`src/include/adac_pkg.sv`:
```
// shared constants for the audio converter control block
package adac_pkg;
    // ==========================================================
    // widths and depths
    localparam int SAMPLE_W   = 16;   // sample word width
    localparam int QUEUE_DEP  = 4;    // entries per channel queue
    localparam int DIV_W      = 7;    // clock divisor field width
    localparam int OSR_W      = 8;    // log2 of oversampling ratio
    localparam int OSR        = 256;  // converter cycles per sample
    localparam int CHANNELS   = 2;    // left and right
    // ==========================================================
    // register byte addresses on the bus
    localparam logic [7:0] ADDR_CON   = 8'h00;  // converter_control
    localparam logic [7:0] ADDR_STAT  = 8'h04;  // queue status and irq kind
    localparam logic [7:0] ADDR_DFLT  = 8'h08;  // fallback_value
    localparam logic [7:0] ADDR_LDAT  = 8'h0c;  // left_sample_port
    localparam logic [7:0] ADDR_RDAT  = 8'h10;  // right_sample_port
    // ==========================================================
    // converter_control fields
    localparam int CON_ON_BIT   = 15;  // converter_on
    localparam int CON_IDLE_BIT = 13;  // idle_halt
    localparam int CON_AMP_BIT  = 12;  // amp_keep
    localparam int CON_SIGN_BIT = 8;   // sign_select
    localparam int CON_DIV_LSB  = 0;   // clk_divisor low bit
    localparam logic [15:0] CON_WMASK = 16'hb17f;  // implemented bits
    localparam logic [15:0] CON_RESET = 16'h0005;  // divide by six
    // ==========================================================
    // status register fields, left in the high byte, right in the low
    localparam int STAT_LKIND_BIT  = 10;
    localparam int STAT_LEFT_QUEUE_FULL_BIT  = 9;
    localparam int STAT_LEFT_QUEUE_EMPTY_BIT = 8;
    localparam int STAT_RKIND_BIT  = 2;
    localparam int STAT_RIGHT_QUEUE_FULL_BIT  = 1;
    localparam int STAT_RIGHT_QUEUE_EMPTY_BIT = 0;
    localparam logic [15:0] STAT_WMASK = 16'h0404;  // only kind bits write
    localparam logic [15:0] STAT_RESET = 16'h0000;
    localparam logic [15:0] DFLT_RESET = 16'h0000;
    // ==========================================================
    // modulator feedback levels
    localparam logic signed [15:0] FB_POS = 16'sh7fff;
    localparam logic signed [15:0] FB_NEG = -16'sh7fff;
endpackage

```
`src/rtl/adac_top.sv`:
```
// audio converter control: registers, queues, divider and two channels
//
// The Wishbone slave port and the register offsets were decided locally.
`timescale 1ns/1ps
`default_nettype none
//
// Overview of operation
// - two independent channels, left and right
// - each channel queues four 16-bit samples
// - empty queue: use fallback value instead
// - samples accepted as 16-bit words
// - sign_select: 1 signed, 0 unsigned
// - unsigned: 0x8000 is midpoint
// - signed: 0x0000 is midpoint
// - interpolate each channel by 256
// - second-order one-bit delta-sigma modulator
// - converter clock equals input over divisor+1
// - divisor resets to divide by six
// - one sample per 256 converter cycles
// - converter_on switches block on or off
// - idle_halt stops block while system idle
// - amp_keep holds amplifier on when halted by idle or sleep, not when converter_on is clear
// - unimplemented control bits read zero
// - writing sample port pushes into queue
// - full and empty flags readable
// - irq on empty or on not-full
//
module adac_top (
    input  wire logic        clk_i,        // auxiliary oscillator clock
    input  wire logic        rst_i,
    // classic wishbone slave
    input  wire logic        wb_cyc_i,
    input  wire logic        wb_stb_i,
    input  wire logic        wb_we_i,
    input  wire logic [7:0]  wb_adr_i,
    input  wire logic [3:0]  wb_sel_i,
    input  wire logic [31:0] wb_dat_i,
    output logic      [31:0] wb_dat_o,
    output logic             wb_ack_o,
    // system power state
    input  wire logic        sys_idle_i,   // system in idle
    input  wire logic        sys_sleep_i,  // system in sleep
    // converter side
    output logic             left_bit_o,   // left one-bit stream
    output logic             right_bit_o,  // right one-bit stream
    output logic             amp_on_o,     // output amplifier enable
    output logic             left_irq_o,   // left queue request
    output logic             right_irq_o   // right queue request
);
    // ==========================================================
    // register file
    logic [15:0] con, next_con;      // converter_control
    logic [15:0] stat_w, next_stat_w;  // writable part of status
    logic [15:0] dflt, next_dflt;    // fallback_value
    logic [31:0] next_dat;
    logic        next_ack;
    logic [15:0] wdata;              // write data after byte lanes
    logic [15:0] lane_mask;          // lanes selected by sel
    logic        wr_take;            // write takes effect this edge
    logic [15:0] stat_rd;            // assembled status read value

    // control fields
    logic                              converter_on;
    logic                              idle_halt;
    logic                              amp_keep;
    logic                              sign_select;
    logic [adac_pkg::DIV_W-1:0]        clk_divisor;
    logic                              left_irq_kind;
    logic                              right_irq_kind;

    // channel vectors, index 0 left and 1 right
    logic [1:0]  push;               // sample port write
    logic [1:0]  queue_full;
    logic [1:0]  queue_empty;
    logic [1:0]  pop;
    logic [15:0] head [2];
    logic [1:0]  mod_bit;

    // ==========================================================
    // field decode
    assign converter_on   = con[adac_pkg::CON_ON_BIT];
    assign idle_halt      = con[adac_pkg::CON_IDLE_BIT];
    assign amp_keep       = con[adac_pkg::CON_AMP_BIT];
    assign sign_select    = con[adac_pkg::CON_SIGN_BIT];
    assign clk_divisor    = con[adac_pkg::CON_DIV_LSB +: adac_pkg::DIV_W];
    assign left_irq_kind  = stat_w[adac_pkg::STAT_LKIND_BIT];
    assign right_irq_kind = stat_w[adac_pkg::STAT_RKIND_BIT];

    // a write is applied only at the edge where ack is seen high
    assign wr_take   = wb_cyc_i && wb_stb_i && wb_we_i && wb_ack_o;
    assign lane_mask = {{8{wb_sel_i[1]}}, {8{wb_sel_i[0]}}};
    assign wdata     = wb_dat_i[15:0] & lane_mask;

    // status view: kind bits stored, flags live
    always_comb begin
        stat_rd = stat_w;
        stat_rd[adac_pkg::STAT_LEFT_QUEUE_FULL_BIT]  = queue_full[0];
        stat_rd[adac_pkg::STAT_LEFT_QUEUE_EMPTY_BIT] = queue_empty[0];
        stat_rd[adac_pkg::STAT_RIGHT_QUEUE_FULL_BIT]  = queue_full[1];
        stat_rd[adac_pkg::STAT_RIGHT_QUEUE_EMPTY_BIT] = queue_empty[1];
    end

    // ==========================================================
    // bus slave: next values of registers, ack and read data
    always_comb begin
        next_con    = con;
        next_stat_w = stat_w;
        next_dflt   = dflt;
        push        = 2'b00;
        // ack one cycle after the request, dropped the cycle after
        next_ack    = wb_cyc_i && wb_stb_i && !wb_ack_o;
        next_dat    = wb_dat_o;
        if (next_ack) begin
            // read data is prepared alongside ack; unmapped reads zero
            unique case (wb_adr_i)
                adac_pkg::ADDR_CON:  next_dat = {16'h0000, con};
                adac_pkg::ADDR_STAT: next_dat = {16'h0000, stat_rd};
                adac_pkg::ADDR_DFLT: next_dat = {16'h0000, dflt};
                default:             next_dat = 32'h0000_0000;
            endcase
        end
        if (wr_take) begin
            unique case (wb_adr_i)
                adac_pkg::ADDR_CON: begin
                    // unimplemented bits ignore writes
                    next_con = (con & ~(lane_mask & adac_pkg::CON_WMASK))
                             | (wdata & adac_pkg::CON_WMASK);
                end
                adac_pkg::ADDR_STAT: begin
                    // flags are read only; kind bits steer the irqs
                    next_stat_w = (stat_w & ~(lane_mask & adac_pkg::STAT_WMASK))
                                | (wdata & adac_pkg::STAT_WMASK);
                end
                adac_pkg::ADDR_DFLT: begin
                    next_dflt = (dflt & ~lane_mask) | wdata;
                end
                adac_pkg::ADDR_LDAT: begin
                    push[0] = |wb_sel_i[1:0];
                end
                adac_pkg::ADDR_RDAT: begin
                    push[1] = |wb_sel_i[1:0];
                end
                default: begin
                    // unmapped writes are acknowledged and dropped
                end
            endcase
        end
    end

    // register the bus side
    always_ff @(posedge clk_i) begin
        if (rst_i) begin
            con      <= adac_pkg::CON_RESET;
            stat_w   <= adac_pkg::STAT_RESET;
            dflt     <= adac_pkg::DFLT_RESET;
            wb_ack_o <= 1'b0;
            wb_dat_o <= 32'h0000_0000;
        end else begin
            con      <= next_con;
            stat_w   <= next_stat_w;
            dflt     <= next_dflt;
            wb_ack_o <= next_ack;
            wb_dat_o <= next_dat;
        end
    end

    // ==========================================================
    // run state and converter clock divider
    logic                       running;          // logic advancing
    logic [adac_pkg::DIV_W-1:0] div_cnt, next_div_cnt;
    logic [adac_pkg::OSR_W-1:0] osr_cnt, next_osr_cnt;
    logic                       tick;             // converter clock enable
    logic                       sample_strobe;    // take next samples
    logic                       next_amp;

    // stopped when off, in sleep, or idle with idle_halt set
    assign running = converter_on && !sys_sleep_i
                   && !(idle_halt && sys_idle_i);
    // one tick every divisor+1 input cycles
    assign tick = running && (div_cnt == clk_divisor);
    // a sample is taken on the first tick of each 256
    assign sample_strobe = tick && (osr_cnt == '0);

    // next divider, oversampling count and amplifier state
    always_comb begin
        next_div_cnt = div_cnt;
        next_osr_cnt = osr_cnt;
        if (!converter_on) begin
            // restart cleanly so the first sample is taken at once
            next_div_cnt = '0;
            next_osr_cnt = '0;
        end else if (running) begin
            next_div_cnt = tick ? '0 : div_cnt + 1'b1;
            next_osr_cnt = tick ? osr_cnt + 1'b1 : osr_cnt;
        end
        // when stopped, the amplifier stays only if amp_keep is set
        next_amp = converter_on && (running || amp_keep);
    end

    // register divider state
    always_ff @(posedge clk_i) begin
        if (rst_i) begin
            div_cnt  <= '0;
            osr_cnt  <= '0;
            amp_on_o <= 1'b0;
        end else begin
            div_cnt  <= next_div_cnt;
            osr_cnt  <= next_osr_cnt;
            amp_on_o <= next_amp;
        end
    end

    // ==========================================================
    // channels: queue, fallback, format and modulator
    genvar ch;
    generate
        for (ch = 0; ch < adac_pkg::CHANNELS; ch++) begin : g_chan
            logic [15:0]        raw;      // queued or fallback word
            logic signed [15:0] fmt;      // signed sign_select for modulator

            // separate queue per channel
            adac_queue #(
                .WIDTH (adac_pkg::SAMPLE_W),
                .DEPTH (adac_pkg::QUEUE_DEP)
            ) u_queue (
                .clk_i   (clk_i),
                .rst_i   (rst_i),
                .push_i  (push[ch]),
                .data_i  (wb_dat_i[15:0]),
                .pop_i   (pop[ch]),
                .head_o  (head[ch]),
                .full_o  (queue_full[ch]),
                .empty_o (queue_empty[ch])
            );

            // take the head only when something is queued
            assign pop[ch] = sample_strobe && !queue_empty[ch];
            // empty queue feeds the fallback word
            assign raw = queue_empty[ch] ? dflt : head[ch];
            // unsigned moves midpoint 0x8000 to zero by flipping the msb
            assign fmt = sign_select ? raw : {~raw[15], raw[14:0]};

            adac_mod #(
                .OSR_W (adac_pkg::OSR_W)
            ) u_mod (
                .clk_i    (clk_i),
                .rst_i    (rst_i),
                .tick_i   (tick),
                .load_i   (sample_strobe),
                .sample_i (fmt),
                .bit_o    (mod_bit[ch])
            );
        end
    endgenerate

    assign left_bit_o  = mod_bit[0];
    assign right_bit_o = mod_bit[1];

    // ==========================================================
    // queue requests, registered so outputs come from flops
    logic next_lirq;
    logic next_rirq;

    // kind 1 asks on empty, kind 0 asks whenever there is room
    always_comb begin
        next_lirq = left_irq_kind ? queue_empty[0] : !queue_full[0];
        next_rirq = right_irq_kind ? queue_empty[1] : !queue_full[1];
    end

    // register requests
    always_ff @(posedge clk_i) begin
        if (rst_i) begin
            left_irq_o  <= 1'b0;
            right_irq_o <= 1'b0;
        end else begin
            left_irq_o  <= next_lirq;
            right_irq_o <= next_rirq;
        end
    end
endmodule
`default_nettype wire

```
`src/rtl/adac_queue.sv`:
```
// per-channel sample queue of fixed depth
`timescale 1ns/1ps
`default_nettype none
module adac_queue #(
    parameter int WIDTH = 16,
    parameter int DEPTH = 4
) (
    input  wire logic             clk_i,
    input  wire logic             rst_i,
    input  wire logic             push_i,   // write request
    input  wire logic [WIDTH-1:0] data_i,
    input  wire logic             pop_i,    // take head
    output logic      [WIDTH-1:0] head_o,   // oldest entry
    output logic                  full_o,
    output logic                  empty_o
);
    localparam int AW = $clog2(DEPTH);
    // ==========================================================
    // storage and pointers
    logic [WIDTH-1:0] mem [DEPTH];       // entries
    logic [AW-1:0]    wr_ptr, next_wr_ptr;
    logic [AW-1:0]    rd_ptr, next_rd_ptr;
    logic [AW:0]      count, next_count; // fill level
    logic             do_push, do_pop;

    // a push into a full queue is dropped, contents stay
    assign do_push = push_i && (count < (AW+1)'(DEPTH));
    assign do_pop  = pop_i && (count != '0);
    assign head_o  = mem[rd_ptr];
    assign full_o  = (count == (AW+1)'(DEPTH));
    assign empty_o = (count == '0);

    // next pointer and level values
    always_comb begin
        next_wr_ptr = do_push ? wr_ptr + 1'b1 : wr_ptr;
        next_rd_ptr = do_pop ? rd_ptr + 1'b1 : rd_ptr;
        next_count  = count + (AW+1)'(do_push) - (AW+1)'(do_pop);
    end

    // register pointers; entries need no reset
    always_ff @(posedge clk_i) begin
        if (rst_i) begin
            wr_ptr <= '0;
            rd_ptr <= '0;
            count  <= '0;
        end else begin
            wr_ptr <= next_wr_ptr;
            rd_ptr <= next_rd_ptr;
            count  <= next_count;
        end
        if (do_push) begin
            mem[wr_ptr] <= data_i;
        end
    end
endmodule
`default_nettype wire

```
`src/rtl/adac_mod.sv`:
```
// per-channel 256x linear interpolator and second-order modulator
`timescale 1ns/1ps
`default_nettype none
module adac_mod #(
    parameter int OSR_W = 8
) (
    input  wire logic               clk_i,
    input  wire logic               rst_i,
    input  wire logic               tick_i,    // converter clock enable
    input  wire logic               load_i,    // new sample this tick
    input  wire logic signed [15:0] sample_i,  // signed sample
    output logic                    bit_o      // one-bit stream
);
    // ==========================================================
    // interpolator state: value with OSR_W fraction bits
    localparam int AW = 16 + OSR_W;
    logic signed [AW-1:0] acc, next_acc;      // interpolated value
    logic signed [16:0]   step, next_step;    // per-tick increment
    // modulator integrators
    logic signed [19:0]   int1, next_int1;
    logic signed [23:0]   int2, next_int2;
    logic signed [24:0]   sum2;               // second sum before clipping
    logic                 next_bit;
    logic signed [15:0]   x;                  // modulator input
    logic signed [15:0]   fb;                 // fed back level

    assign x  = acc[AW-1:OSR_W];
    assign fb = bit_o ? adac_pkg::FB_POS : adac_pkg::FB_NEG;
    // second stage takes twice the fed back level, as a stable double loop needs
    assign sum2 = 25'(int2) + 25'(int1) - 25'(fb) - 25'(fb);

    // next values; the step is chosen so 256 ticks land exactly on target
    always_comb begin
        next_acc  = acc;
        next_step = step;
        next_int1 = int1;
        next_int2 = int2;
        next_bit  = bit_o;
        if (tick_i) begin
            if (load_i) begin
                next_step = 17'(sample_i) - 17'(x);
            end
            // the new step applies from the load tick itself, so 256 adds land on target
            next_acc  = acc + AW'(next_step);
            // second-order loop: two integrators, one-bit quantiser
            next_int1 = int1 + 20'(x) - 20'(fb);
            // clip, not wrap: a full-scale input must not flip the quantiser
            next_int2 = (sum2[24] != sum2[23]) ? (sum2[24] ? 24'sh800000 : 24'sh7fffff) : sum2[23:0];
            next_bit  = ~next_int2[23];
        end
    end

    // register state
    always_ff @(posedge clk_i) begin
        if (rst_i) begin
            acc   <= '0;
            step  <= '0;
            int1  <= '0;
            int2  <= '0;
            bit_o <= 1'b0;
        end else begin
            acc   <= next_acc;
            step  <= next_step;
            int1  <= next_int1;
            int2  <= next_int2;
            bit_o <= next_bit;
        end
    end
endmodule
`default_nettype wire

```
`config.mk`:
```
export PLATFORM = sky130hd
export DESIGN_NAME = adac_top
export DESIGN_NICKNAME = d
export VERILOG_FILES = /design/src/include/adac_pkg.sv /design/src/rtl/adac_top.sv /design/src/rtl/adac_queue.sv /design/src/rtl/adac_mod.sv
export SDC_FILE = /design/constraint.sdc
export NUM_CORES = 1
export LEC_CHECK = 0
export ABC_CLOCK_PERIOD_IN_PS = 18000
export BUFFER_PORTS_ARGS = -buffer_cell sky130_fd_sc_hd__clkbuf_2
export CAP_MARGIN = 10
export CORE_ASPECT_RATIO = 0.5
export CORE_MARGIN = 3
export CORE_UTILIZATION = 30
export DETAILED_ROUTE_END_ITERATION = 7
export PLACE_DENSITY = 0.49
export SYNTH_ARGS = -nofsm -noshare
export SYNTH_HDL_FRONTEND = slang
export SYNTH_SLANG_ARGS = --single-unit
```
`constraint.sdc`:
```
create_clock -name clk_i -period 18 [get_ports clk_i]
set_clock_uncertainty 0.05 [all_clocks]
set_input_delay 1.8 -clock clk_i [delete_from_list [all_inputs] [get_ports clk_i]]
set_output_delay 1.8 -clock clk_i [all_outputs]
set_load 0.02 [all_outputs]
```
==> results of run 1 <==
## worst min-delay path by stage
stage / startpoint / endpoint / depth (start not counted)
finish: g_chan[1].u_mod.int1[6]$_SDFFE_PP0P_ / g_chan[1].u_mod.int1[6]$_SDFFE_PP0P_ / 2
global route: g_chan[1].u_mod.int1[6]$_SDFFE_PP0P_ / g_chan[1].u_mod.int1[6]$_SDFFE_PP0P_ / 2
CTS: g_chan[1].u_mod.int1[6]$_SDFFE_PP0P_ / g_chan[1].u_mod.int1[6]$_SDFFE_PP0P_ / 2
detailed placement: g_chan[0].u_mod.int1[3]$_SDFFE_PP0P_ / g_chan[0].u_mod.int1[3]$_SDFFE_PP0P_ / 2
global placement: g_chan[0].u_mod.int1[8]$_SDFFE_PP0P_ / g_chan[0].u_mod.int1[8]$_SDFFE_PP0P_ / 2
floorplan: g_chan[1].u_mod.int1[14]$_SDFFE_PP0P_ / g_chan[1].u_mod.int1[14]$_SDFFE_PP0P_ / 2
## power by group through the flow
stage	Combinational [mW]	Clock, mW	Sequential (mW)
after global placement	0.0314	0	0.909
after detailed placement	0.0319	0	0.909
final	0.0312	0.949	0.890
after global routing	0.0338	1.01	0.889
after floorplan	0.0178	0	0.910
after CTS	0.0320	0.978	0.890
## state kept, by name, indices dropped and copies added (netlist names), 2 cells and up, named ones only
register               flops
div_cnt                    7
g_chan.u_mod.acc          48
g_chan.u_mod.bit_o         2
g_chan.u_mod.int1         40
g_chan.u_mod.int2         48
g_chan.u_mod.step         34
g_chan.u_queue.count       6
g_chan.u_queue.mem       128
g_chan.u_queue.rd_ptr      4
g_chan.u_queue.wr_ptr      4
osr_cnt                    8
wb_dat_o                  16
## Yosys cell counts, drive strengths merged, types with 42 or more instances
library cell / instances / area, sq um
nand2: 266 / 998
inv: 260 / 976
dfxtp: 254 / 5080
a21oi: 237 / 1200
ha: 185 / 2310
nor2: 176 / 677
o21ai: 132 / 664
edfxtp: 128 / 3840
xnor2: 94 / 823
fa: 92 / 1840
clkbuf: 81 / 304
xor2: 68 / 596
a21o: 55 / 413
a211oi: 54 / 430
nor2b: 46 / 295
mux2i: 44 / 440
nor3: 42 / 215
## cells by family after synthesis
family	Yosys count	share of synthesized area
other cells	1	0.000152
mux	104	0.0598
buf+inv	364	0.0586
xor+xnor	162	0.0575
fa+ha+maj	277	0.168
compound gates	629	0.159
flops	382	0.362
simple gates	697	0.135
## final cells by class
type	instances	area share
tap	1087	0.0494
clock inverter	22	0.0123
clock buffer	53	0.0418
inverter	260	0.0354
multi-input combinational	1885	0.522
sequential	382	0.324
timing repair buffer	70	0.0145
## layer usage
| metal | up-vias | share of wire | GRT usage |
|---|---|---|---|
| met5 | - | 0.00021 | 0 |
| met4 | 2 | 0.019 | 0.0336 |
| met3 | 72 | 0.032 | 0.0215 |
| met2 | 182 | 0.45 | 0.231 |
| met1 | 8679 | 0.50 | 0.209 |
| li1 | 9112 | - | - |
## stage by stage
step	setup WS, ns	cells	area (sq um)
2_1_floorplan	11.80	2631	24700
3_3_place_gp	11.29	3684	26100
3_5_place_dp	11.27	3684	26100
4_1_cts	11.57	3759	27500
5_1_grt	11.11	3759	27500
6_report	11.61	3759	27500
## worst max-delay path, stage by stage (launching register included)
cell and delay (ns):
dfxtp_1 0.89, mux4_2 0.46, mux2i_1 0.20, ha_1 0.21, inv_1 0.06, fa_1 0.42
nand3_1 0.12, a21o_1 0.15, a31oi_1 0.16, a21o_1 0.22, a21o_1 0.18, a21oi_1 0.22
xor2_1 0.21, o21ai_0 0.14, ha_1 0.36, and3_1 0.25, a221o_1 0.39, a21oi_1 0.15
o31ai_1 0.14, a221o_1 0.35, a21oi_1 0.29, o21ai_0 0.16, a21oi_1 0.19, xor2_1 0.18
o21ai_0 0.10
==> results.json, run 1 <==
{
  "slew_headroom": 0.333,
  "syn_area_per_cell_sq_um": 9.43,
  "htreeDepth": 2,
  "die_h_um": 209,
  "start_util": 0.307,
  "drc": 0,
  "synth_cell_types": 85,
  "status": "finished clean",
  "holdBufCountCts": 0,
  "clk_pin_slew_ns": 0.07,
  "io_buffers": 54,
  "seqPwrFrac": 0.476,
  "yosysWarnings": 0,
  "reg2reg_to": "g_chan[0].u_mod.acc[22]$_SDFFE_PP0P_",
  "finalCriticalPeriod_ns": 6.39,
  "regArea_sq_um": 8940,
  "async_reset_ff_frac": 0,
  "ant_nets": 0,
  "rows": 73,
  "final.setup.tns_ns": 0,
  "p_sw_mw": 0.405,
  "root_buffer": "clkbuf_16",
  "p_total_mw": 1.87,
  "post-route-util": 0.342,
  "p_comb_frac": 0.017,
  "grt_pass1_wl_um": 100000,
  "die_w_um": 412,
  "critPathLaunchType": "register",
  "antenna_found_initial": 1,
  "holdWs_ns": 0.399,
  "path_class": "reg2reg",
  "drive_above_1_share": 0.0894,
  "ys.flop_type": "dfxtp_1",
  "reg2reg_slack_ns": 11.61,
  "ctsResizeCount": 0,
  "drv_cap": 0,
  "core_area_sq_um": 80500,
  "min_period_over_period": 0.355,
  "fill_cells": 8259,
  "synth_edf_count": 128,
  "vias": 18000,
  "p_leak_nw": 11.3,
  "diodes": 0,
  "first_pass_iters": 4,
  "final-setup-viol-count": 0,
  "area_growth_pct": 11.6,
  "cp.required_ns": 18.38,
  "grt_max_degree": 97,
  "final_common_cell": "nand2_1",
  "wl_per_cell_um": 16.8,
  "drt-initial-drc-count": 949,
  "p_int_mw": 1.46,
  "reg2reg_depth": 24,
  "rsz0062_at_grt": "no",
  "fmaxAchievable_ghz": 0.156,
  "clkLatencyLatePin_ns": 0.59,
  "ir_drop_mv": 0.0618,
  "clockBufferDepth": 3,
  "cts.sinks": 382,
  "numCtsBuffers": 41,
  "routed_wl_um": 63000,
  "hold_viol": 0,
  "grt_pass1_vias": 17600,
  "die_area_sq_um": 85900,
  "nNetsFinal": 2968,
  "powerDensity_nw_per_um2": 67.9,
  "post_cts_buffers": 0,
  "pin_count": 89,
  "grt_usage": 0.146,
  "setup.worst_path.end_class": "register",
  "overflow": 0,
  "synth-seq-area-share": 0.362,
  "hp-class": "reg2reg",
  "setup.worst_path.end": "g_chan[0].u_mod.acc[22]$_SDFFE_PP0P_",
  "netlist_instances": 2616,
  "multi_input_area_sq_um": 14400,
  "worst_pin_slew_ns": 1.00,
  "dp_hpwl_um": 45500,
  "worstPathMaxFanout": 16,
  "vias_per_cell": 4.80,
  "crit_arrival_ns": 6.78,
  "syn_area_sq_um": 24700,
  "ys_ff_latch": 382,
  "switching_share": 0.217,
  "cts_tree": "yes",
  "place_congestion": 0.813,
  "most-common-layout-cells": "266 x nand2_1, 259 x inv_1, 252 x dfxtp_1",
  "slew_viol_final": 0,
  "power_frac_clock": 0.508
}
Power figures use the tool's default switching activity.
==> inputs of run 2 (changes only) <==
ABC_CLOCK_PERIOD_IN_PS = 6300   (was 18000)
clock period = 6.3 ns   (was 18 ns; I/O delays follow)
==> results.json, run 2 (synthesized netlist as in run 1, its figures left out) <==
{
  "p_sw_mw": 1.18,
  "rows": 73,
  "fill_cells": 8233,
  "hold_viol": 0,
  "area_growth_pct": 11.8,
  "die_w_um": 412,
  "status": "finished clean",
  "drive_above_1_share": 0.0986,
  "most-common-layout-cells": "266 x nand2_1, 259 x inv_1, 252 x dfxtp_1",
  "reg2reg_slack_ns": 0.41,
  "antenna_found_initial": 1,
  "overflow": 0,
  "wl_per_cell_um": 16.8,
  "cts.sinks": 382,
  "p_leak_nw": 11.4,
  "final.setup.tns_ns": 0,
  "numCtsBuffers": 43,
  "reg.largest.list": "g_chan.u_queue.mem: 128 flops, g_chan.u_mod.acc: 48 flops, g_chan.u_mod.int2: 48 flops",
  "seqPwrFrac": 0.489,
  "ir_drop_mv": 0.173,
  "clk_pin_slew_ns": 0.06,
  "rsz0062_at_grt": "no",
  "grt_pass1_vias": 17600,
  "p_int_mw": 4.02,
  "holdWs_ns": 0.312,
  "clockBufferDepth": 3,
  "cp.depth": 25,
  "r2r-start": "g_chan[1].u_queue.count[1]$_SDFF_PP0_",
  "cp.required_ns": 6.75,
  "final-setup-viol-count": 0,
  "switching_share": 0.226,
  "largest-register": "g_chan.u_queue.mem",
  "nNetsFinal": 2985,
  "path_class": "reg2reg",
  "pin_count": 89,
  "holdBufCountCts": 0,
  "setup.worst_path.end": "g_chan[1].u_mod.acc[23]$_SDFFE_PP0P_",
  "crit_arrival_ns": 6.34,
  "htreeDepth": 2,
  "worstPathBufferInverterCount": 3,
  "slew_viol_final": 0,
  "slew_headroom": 0.392,
  "slowest_stage": "fa_1",
  "powerDensity_nw_per_um2": 188,
  "drt-initial-drc-count": 973,
  "start_util": 0.307,
  "cts_tree": "yes",
  "die_area_sq_um": 85900,
  "setup.worst_path.end_class": "register",
  "first_pass_iters": 6,
  "crit_path_start": "g_chan[1].u_queue.count[1]$_SDFF_PP0_",
  "fmaxAchievable_ghz": 0.170,
  "vias": 18100,
  "finalCriticalPeriod_ns": 5.89,
  "worstPathMaxFanout": 17,
  "reg2reg_depth": 25,
  "critPathLaunchType": "register",
  "vias_per_cell": 4.79,
  "placed_area_sq_um": 26200,
  "cp_top_family": "compound AO/OA/AOI/OAI gates",
  "hp-class": "in2reg",
  "worst_pin_slew_ns": 0.909,
  "io_buffers": 54,
  "min_period_over_period": 0.935,
  "power_frac_clock": 0.494,
  "reg2reg_to": "g_chan[1].u_mod.acc[23]$_SDFFE_PP0P_",
  "clkLatencyLatePin_ns": 0.60,
  "grt_max_degree": 93,
  "drv_cap": 0,
  "diodes": 0,
  "root_buffer": "clkbuf_16",
  "p_total_mw": 5.20,
  "cp_common_cell": "a21oi_1",
  "ant_nets": 0,
  "core_area_sq_um": 80500,
  "place_congestion": 0.797,
  "p_comb_frac": 0.017,
  "grt_usage": 0.146,
  "die_h_um": 209,
  "fin_area_sq_um": 27600,
  "grt_pass1_wl_um": 100000,
  "drc": 0,
  "routed_wl_um": 63500,
  "final_common_cell": "nand2_1",
  "largest_reg_flops": 128,
  "dp_hpwl_um": 46400,
  "cpPeakStageDelay_ns": 0.43
}
-- run 2: metrics by stage --
step	util	worst slack [ns]	std cells
after CTS	0.343	0.367	3775
after global placement	0.325	0.468	3699
final	0.343	0.412	3775
after detailed placement	0.325	0.421	3699
after global routing	0.343	0.00443	3775
after floorplan	-	0.0996	2631
-- run 2: power groups by stage --
stage	clock, mW	combinational, mW	sequential (mW)
6_report	2.57	0.0896	2.54
5_1_grt	2.74	0.0970	2.54
4_1_cts	2.66	0.0922	2.54
3_5_place_dp	0	0.0922	2.60
3_3_place_gp	0	0.0911	2.60
2_1_floorplan	0	0.0508	2.60
-- run 2: worst min path at each step --
stage	cells after the start	from	slack, ns	end
after CTS	1	wb_dat_i[9]	0.27	g_chan[1].u_queue.mem[0][9]$_DFFE_PP_
after global routing	1	wb_dat_i[9]	0.32	g_chan[1].u_queue.mem[0][9]$_DFFE_PP_
after global placement	2	g_chan[1].u_mod.int1[9]$_SDFFE_PP0P_	0.39	g_chan[1].u_mod.int1[9]$_SDFFE_PP0P_
after floorplan	2	g_chan[1].u_mod.int1[14]$_SDFFE_PP0P_	0.38	g_chan[1].u_mod.int1[14]$_SDFFE_PP0P_
after detailed placement	2	g_chan[0].u_mod.int1[11]$_SDFFE_PP0P_	0.39	g_chan[0].u_mod.int1[11]$_SDFFE_PP0P_
final	1	wb_dat_i[9]	0.31	g_chan[1].u_queue.mem[0][9]$_DFFE_PP_
-- run 2: timing repair --
item / CTS / global route
setup endpoints to repair: 0 / 3
buffers inserted: 0 / 0
gates resized for setup: 0 / 4
-- run 2: layout make-up --
cell class              instances  area (sq um)  share of cell area
clock inverters                23           223             0.00807
clock buffers                  53          1180              0.0429
flip-flops and latches        382          8940               0.324
inverters                     260           976              0.0354
well taps                    1087          1360              0.0493
multi-input cells            1885         14400               0.522
repair buffers                 85           512              0.0185
-- run 2: per-layer routing --
layer / global-route usage / wire (um)
met4: 0.0365 / 1240
met2: 0.234 / 28500
met3: 0.0190 / 2030
met5: 0 / 0
met1: 0.207 / 31700
